[src/core/adcc_defines.vh]
// Constants for the read-triggered converter control block
`ifndef ADCC_DEFINES_VH
`define ADCC_DEFINES_VH

// Register offsets (byte addresses)
`define ADCC_OFS_RESULT   8'h00
`define ADCC_OFS_CLKDIV   8'h04
`define ADCC_OFS_CTRL     8'h08
`define ADCC_OFS_ISTAT    8'h0c
`define ADCC_OFS_IEN      8'h10
`define ADCC_OFS_ICLR     8'h14

// Field positions
`define ADCC_DONE_BIT     31
`define ADCC_DIVSEL_BIT   16
`define ADCC_SIGNED_BIT   0
`define ADCC_EV_DONE      0
`define ADCC_EV_OVERRUN   1

// Reset values
`define ADCC_DIVSEL_RST   1'b0
`define ADCC_SIGNED_RST   1'b0
`define ADCC_IEN_RST      2'h0
`define ADCC_ISTAT_RST    2'h0
`define ADCC_SAMPLE_RST   16'h0000

// Reference divide ratios, minus one, and conversion length
`define ADCC_DIV_LO_M1    4'h3
`define ADCC_DIV_HI_M1    4'hf
`define ADCC_CONV_TICKS   6'h10

`endif

[src/core/adcc_refdiv.v]
// Reference clock edge detector and selectable divider for the conversion engine
`timescale 1ns/1ps
`default_nettype none
`include "adcc_defines.vh"

module adcc_refdiv (
	// Clock and reset
	input  wire       clk,
	input  wire       reset,
	// Reference and divide select
	input  wire       ref_in,
	input  wire       div_sel,
	// Engine tick, one cycle
	output reg        tick_q
);

	reg       sync1_q;
	reg       sync2_q;
	reg       sync3_q;
	reg [3:0] cnt_q;
	wire [3:0] limit;
	wire       ref_rise;

	assign limit    = div_sel ? `ADCC_DIV_HI_M1 : `ADCC_DIV_LO_M1;
	// Edge taken between second and third stage, first stage feeds only the second
	assign ref_rise = sync2_q & ~sync3_q;

	always @(posedge clk) begin
		if (reset) begin
			sync1_q <= 1'b0;
			sync2_q <= 1'b0;
			sync3_q <= 1'b0;
			cnt_q   <= 4'h0;
			tick_q  <= 1'b0;
		end else begin
			sync1_q <= ref_in;
			sync2_q <= sync1_q;
			sync3_q <= sync2_q;
			tick_q  <= 1'b0;
			if (ref_rise) begin
				if (cnt_q >= limit) begin
					cnt_q  <= 4'h0;
					tick_q <= 1'b1;
				end else begin
					cnt_q <= cnt_q + 4'h1;
				end
			end
		end
	end

endmodule // adcc_refdiv
`default_nettype wire

[src/core/adcc_ctrl.v]
// Read-triggered conversion control with register port and interrupt
`timescale 1ns/1ps
`default_nettype none
`include "adcc_defines.vh"

module adcc_ctrl (
	// Clock and reset
	input  wire        CLK,
	input  wire        RESET,
	// Register port
	input  wire [7:0]  ADDR,
	input  wire [31:0] WDATA,
	input  wire        WR,
	input  wire        RD,
	output reg  [31:0] RDATA,
	// Converter front end
	input  wire        REF_CLK,
	input  wire [15:0] ANA_CODE,
	output reg         CONV_BUSY,
	// Interrupt
	output reg         IRQ
);

	localparam ST_IDLE = 1'b0;
	localparam ST_CONV = 1'b1;

	reg        state_q;
	reg [5:0]  tick_cnt_q;
	reg        done_q;
	reg [15:0] sample_q;
	reg        div_sel_q;
	reg        signed_q;
	reg [1:0]  istat_q;
	reg [1:0]  ien_q;
	reg [1:0]  ev_d;
	reg [1:0]  istat_d;
	reg [31:0] rdata_d;

	reg        state_d;
	reg [5:0]  tick_cnt_d;
	reg        done_d;
	reg [15:0] sample_d;
	reg        busy_d;
	reg        irq_d;
	wire       eng_tick;
	wire       rd_result;
	wire       rd_busy;
	wire       wr_clkdiv;
	wire       wr_ctrl;
	wire       wr_ien;
	wire       wr_iclr;
	wire       conv_end;

	////////////////////////////////////////////////////////////////////////
	// Reference is sampled on CLK, so it must run well below CLK/4
	adcc_refdiv adcc_refdiv_inst (
		.clk     (CLK),
		.reset   (RESET),
		.ref_in  (REF_CLK),
		.div_sel (div_sel_q),
		.tick_q  (eng_tick)
	);

	// Offset binary code turned into two's complement by flipping the top bit
	function [15:0] fmt_sample;
		input [15:0] code;
		input        sgn;
		begin
			fmt_sample = sgn ? {~code[15], code[14:0]} : code;
		end
	endfunction

	// Address match, shared by every strobe decode
	function hit;
		input [7:0] a;
		input [7:0] ofs;
		begin
			hit = (a == ofs);
		end
	endfunction

	// Register strobes
	assign rd_result = RD && hit(ADDR, `ADCC_OFS_RESULT);
	assign rd_busy   = rd_result && (state_q == ST_CONV);
	assign wr_clkdiv = WR && hit(ADDR, `ADCC_OFS_CLKDIV);
	assign wr_ctrl   = WR && hit(ADDR, `ADCC_OFS_CTRL);
	assign wr_ien    = WR && hit(ADDR, `ADCC_OFS_IEN);
	assign wr_iclr   = WR && hit(ADDR, `ADCC_OFS_ICLR);

	// Last tick of the conversion
	assign conv_end  = (state_q == ST_CONV) && eng_tick && (tick_cnt_q == `ADCC_CONV_TICKS - 6'h1);

	////////////////////////////////////////////////////////////////////////
	// Conversion engine, next state
	always @* begin
		state_d    = state_q;
		tick_cnt_d = tick_cnt_q;
		done_d     = done_q;
		sample_d   = sample_q;
		busy_d     = CONV_BUSY;
		case (state_q)
			ST_IDLE: begin
				if (rd_result) begin
					state_d    = ST_CONV;
					tick_cnt_d = 6'h0;
					done_d     = 1'b0;
					busy_d     = 1'b1;
				end
			end
			ST_CONV: begin
				if (conv_end) begin
					state_d  = ST_IDLE;
					done_d   = 1'b1;
					busy_d   = 1'b0;
					sample_d = fmt_sample(ANA_CODE, signed_q);
				end else if (eng_tick) begin
					tick_cnt_d = tick_cnt_q + 6'h1;
				end
			end
			default: begin
				state_d = ST_IDLE;
				busy_d  = 1'b0;
			end
		endcase
	end

	// Conversion engine, registers
	always @(posedge CLK) begin
		if (RESET) begin
			state_q    <= ST_IDLE;
			tick_cnt_q <= 6'h0;
			done_q     <= 1'b0;
			sample_q   <= `ADCC_SAMPLE_RST;
			CONV_BUSY  <= 1'b0;
		end else begin
			state_q    <= state_d;
			tick_cnt_q <= tick_cnt_d;
			done_q     <= done_d;
			sample_q   <= sample_d;
			CONV_BUSY  <= busy_d;
		end
	end

	////////////////////////////////////////////////////////////////////////
	// Control registers and interrupt
	always @* begin
		ev_d = 2'h0;
		ev_d[`ADCC_EV_DONE]    = conv_end;
		// Overrun marks a result read that the busy engine ignored
		ev_d[`ADCC_EV_OVERRUN] = rd_busy;
		istat_d = istat_q;
		if (wr_iclr)
			istat_d = istat_d & ~WDATA[1:0];
		// Set beats a clear in the same cycle
		istat_d = istat_d | ev_d;
		// New status, old enable: an enable write shows one cycle late
		irq_d = |(istat_d & ien_q);
	end

	always @(posedge CLK) begin
		if (RESET) begin
			div_sel_q <= `ADCC_DIVSEL_RST;
			signed_q  <= `ADCC_SIGNED_RST;
			ien_q     <= `ADCC_IEN_RST;
			istat_q   <= `ADCC_ISTAT_RST;
			IRQ       <= 1'b0;
		end else begin
			// A change mid conversion stretches or shrinks that conversion
			if (wr_clkdiv)
				div_sel_q <= WDATA[`ADCC_DIVSEL_BIT];
			if (wr_ctrl)
				signed_q <= WDATA[`ADCC_SIGNED_BIT];
			if (wr_ien)
				ien_q <= WDATA[1:0];
			istat_q <= istat_d;
			IRQ     <= irq_d;
		end
	end

	////////////////////////////////////////////////////////////////////////
	// Read path, answer in the cycle after the strobe
	always @* begin
		rdata_d = 32'h0000_0000;
		case (ADDR)
			`ADCC_OFS_RESULT: begin
				rdata_d[`ADCC_DONE_BIT] = done_q;
				rdata_d[15:0] = sample_q;
			end
			`ADCC_OFS_CLKDIV: rdata_d[`ADCC_DIVSEL_BIT] = div_sel_q;
			`ADCC_OFS_CTRL:   rdata_d[`ADCC_SIGNED_BIT] = signed_q;
			`ADCC_OFS_ISTAT:  rdata_d[1:0] = istat_q;
			`ADCC_OFS_IEN:    rdata_d[1:0] = ien_q;
			default:          rdata_d = 32'h0000_0000;
		endcase
	end

	// Zero between answers, so a polled bus never sees stale data
	always @(posedge CLK) begin
		if (RESET)
			RDATA <= 32'h0000_0000;
		else
			RDATA <= RD ? rdata_d : 32'h0000_0000;
	end

endmodule // adcc_ctrl
`default_nettype wire

[config.mk]
export PLATFORM = sky130hd
export DESIGN_NAME = adcc_ctrl
export DESIGN_NICKNAME = d
export VERILOG_FILES = /design/src/core/adcc_refdiv.v /design/src/core/adcc_ctrl.v
export VERILOG_INCLUDE_DIRS = /design/src /design/src/core
export SDC_FILE = /design/constraint.sdc
export NUM_CORES = 1
export LEC_CHECK = 0
export BUFFER_PORTS_ARGS = -buffer_cell sky130_fd_sc_hd__buf_2
export CAP_MARGIN = 20
export CORE_UTILIZATION = 50
export CTS_CLUSTER_SIZE = 16
export DETAILED_ROUTE_END_ITERATION = 10
export PLACE_DENSITY = 0.9
export SLEW_MARGIN = 30
export SYNTH_ARGS = -nofsm -noshare
export SYNTH_HDL_FRONTEND = slang
export SYNTH_HIERARCHICAL = 1
export SYNTH_SLANG_ARGS = --single-unit
[constraint.sdc]
create_clock -name CLK -period 4.5 [get_ports CLK]
set_input_delay 1.125 -clock CLK [delete_from_list [all_inputs] [get_ports CLK]]
set_output_delay 1.125 -clock CLK [all_outputs]
set_load 0.05 [all_outputs]
==> results.sh <==
export IMPL_cts_path_max_buffers=2
export IMPL_die_area_sq_um=4996
export IMPL_period_needed_ps=2364
export IMPL_synth_avg_cell_area_sq_um=9.322
export IMPL_diodes=0
export IMPL_ir_drop_uv=218.1
export IMPL_cts_tree="yes"
export IMPL_gr_usage_all_layers_pct=18.50
export IMPL_fmax_mhz=423.0
export IMPL_vias_per_cell=5.183
export IMPL_ant_nets=0
export IMPL_firstDrtPassIters=7
export IMPL_grt_overflow=0
export IMPL_crit_chain="buf_2 -> nor4_4 -> nand2_1 -> nor2_1 -> and2_1"
export IMPL_path_clk_slew_ps=70
export IMPL_yosys_area_top_type_share_pct=49.23
export IMPL_yosys_top_cells_count="dfxtp_1, nand2_1, a21oi_1, nor2_1, and2_1"
export IMPL_placed_cells=345
export IMPL_arrival_ps=2640
export IMPL_power_density_nw_per_um2=371.7
export IMPL_grt_pass1_wl_mm=7.238
export IMPL_place_congestion=0.8149
export IMPL_drcViolationCount=12
export IMPL_synth_edf_count=0
export IMPL_min_path_type="reg -> reg"
export IMPL_layout_drive_gt1_share_pct=25.24
export IMPL_drt_iter0_drc=114
export IMPL_hold_viol_final=0
export IMPL_syn_area_sq_um=2359
export IMPL_portBuffers=51
export IMPL_end_kind="flip-flop"
export IMPL_cap_viol_max_count=0
export IMPL_root_buffer="clkbuf_8"
export IMPL_antenna_found_initial=0
export IMPL_grt_pass1_vias=1690
export IMPL_crit_buf_inv=1
export IMPL_num_nets_final=369
export IMPL_fin_area_sq_um=2759
export IMPL_wl_mm=4.284
export IMPL_num_rows=24
export IMPL_start_kind="input port"
export IMPL_ys_seq_area_share_pct=49.23
export IMPL_fin_crit_sh_pct=52.53
export IMPL_pin_count=95
export IMPL_wire_per_inst_microns=11.87
export IMPL_cts_sinks=58
export IMPL_finalClockSkew_ps=8.816
export IMPL_vias=1871
export IMPL_violations="design-rule violations"
export IMPL_grt_max_degree=44
export IMPL_cp_max_fo=15
export IMPL_synth_cells=253
export IMPL_yosys_cell_count_top_type="dfxtp_1"
export IMPL_postCtsHoldBufs=0
export IMPL_power_total_mw=1.026
export IMPL_synth_seq_cells=58
export IMPL_path_class="in -> reg"
export IMPL_crit_family="simple AND/OR/NAND/NOR gates"
export IMPL_worstMarginPinSlew_ps=741.4
export IMPL_leakage_nw=1.170
export IMPL_rsz0062_at_grt="no"
export IMPL_final_cell_count_no_fill=361
export IMPL_htreeDepth=3
export IMPL_initial_core_util_pct=53.07
export IMPL_setup_tns_ps=0
export IMPL_area_delta_synth_final_pct=16.98
export IMPL_ys_types=48
export IMPL_cpPeakStageDelay_ps=580
export IMPL_status="finished with violations"
export IMPL_post_cts_buffers=0
export IMPL_synth_top_area_cell="dfxtp_1"
export IMPL_ys_async_sr_fraction_pct=0
export IMPL_coreArea_sq_um=4444
export IMPL_synth_ff_type="dfxtp_1"
export IMPL_drv_slew=0
export IMPL_cts_resized=0
export IMPL_dpl_hpwl_mm=2.979
export IMPL_synthTopCellsByArea="dfxtp_1, nand2_1, a21oi_1"
export IMPL_crit_required_ps=4780
export IMPL_clkLatencyLatePin_ps=330
export IMPL_cts_made_buffers=9
export IMPL_relSlewSlack_pct=50.39
export IMPL_die_height_microns=70.68
export IMPL_ys_warn_count=6
export IMPL_slowest_stage="nor2_1"
export IMPL_place_area_sq_um=2574
export IMPL_setup_viol=0
export IMPL_die_w_microns=70.68
kinds of logic (layout without fill, tap and decap cells):
| logic type | count (synthesis) | in the layout | synth area share [%] |
|---|---|---|---|
| AOI/OAI and AO/OA | 39 | 39 | 10.45 |
| xor gates and xnor gates | 3 | 3 | 1.114 |
| adders and majority gates | 4 | 4 | 2.122 |
| buffers and inverters | 29 | 72 | 7.745 |
| DFF | 58 | 58 | 49.23 |
| muxes | 6 | 6 | 2.547 |
| other | 1 | 14 | 0.1590 |
| and+or+nand+nor | 113 | 113 | 26.63 |
placed cells by master, fill, tap and decap left out, types with 4 or more instances in the layout:
cell and n:
and2_1 15, clkbuf_8 9, conb_1 14, mux2i_1 6, buf_2 51, nor2_1 17, ha_1 4, nor2b_1 4
clkinv_2 4, nand2b_1 5, a21oi_1 21, dfxtp_1 58, a22oi_1 4, o21ai_0 4, inv_1 4, nand2_1 36
nand3_1 8
where the power goes:
group / switching (mW) / total [mW] / internal, mW
Combinational: 0.0455 / 0.0605 / 0.0150
Sequential: 0.00106 / 0.516 / 0.515
Clock: 0.197 / 0.449 / 0.251
worst register-to-register path, stage by stage, from the launching register on:
cell     delay, ps
dfxtp_1        360
ha_1           210
nand3_2        140
nor4_2         630
buf_4          320
nand2_1         90
a21oi_1        130
metal layers:
layer  up-vias  wire (microns)  share of wire, %  track usage (%)
li1        939               -                 -                -
met1       858            1826                43            20.54
met2        63            2075                48            31.20
met3        11             287               6.7            5.413
met4         0              95               2.2            11.56
met5         -               0                 0                0
registers in the layout, indices dropped and copies added, names as in the netlist:
register	cells
RDATA	18
sample_q	16
tick_cnt_q	6
adcc_refdiv_inst/cnt_q	4
ien_q	2
istat_q	2
CONV_BUSY	1
IRQ	1
adcc_refdiv_inst/sync1_q	1
adcc_refdiv_inst/sync2_q	1
adcc_refdiv_inst/sync3_q	1
adcc_refdiv_inst/tick_q	1
div_sel_q	1
done_q	1
signed_q	1
state_q	1
stage by stage:
step	hold WS [ps]	worst slack [ps]	utilization [%]
after floorplan	413.8	2347	-
after global placement	419.9	1779	57.91
after detailed placement	434.7	1771	57.91
after CTS	449.5	2129	62.08
after global routing	458.2	2010	62.08
final	442.5	2136	62.08
layout make-up:
type / instances / area, sq um
tap: 52 / 65.06
fill: 381 / 1685
clock inverter: 6 / 57.56
inverter: 4 / 15.01
timing repair buffer: 52 / 262.8
sequential: 58 / 1161
multi-input combinational: 179 / 1070
clock buffer: 10 / 127.6
final timing paths:
check | slack (ps) | from | cells after the start | end
setup / recovery | 2140 | ADDR[5] | 5 | RDATA[2]
hold / removal | 440 | adcc_refdiv_inst/sync1_q | 1 | adcc_refdiv_inst/sync2_q
setup reg to reg | 2550 | tick_cnt_q[0] | 6 | sample_q[9]
hold reg to reg | 440 | adcc_refdiv_inst/sync1_q | 1 | adcc_refdiv_inst/sync2_q
Power figures use the tool's default switching activity.
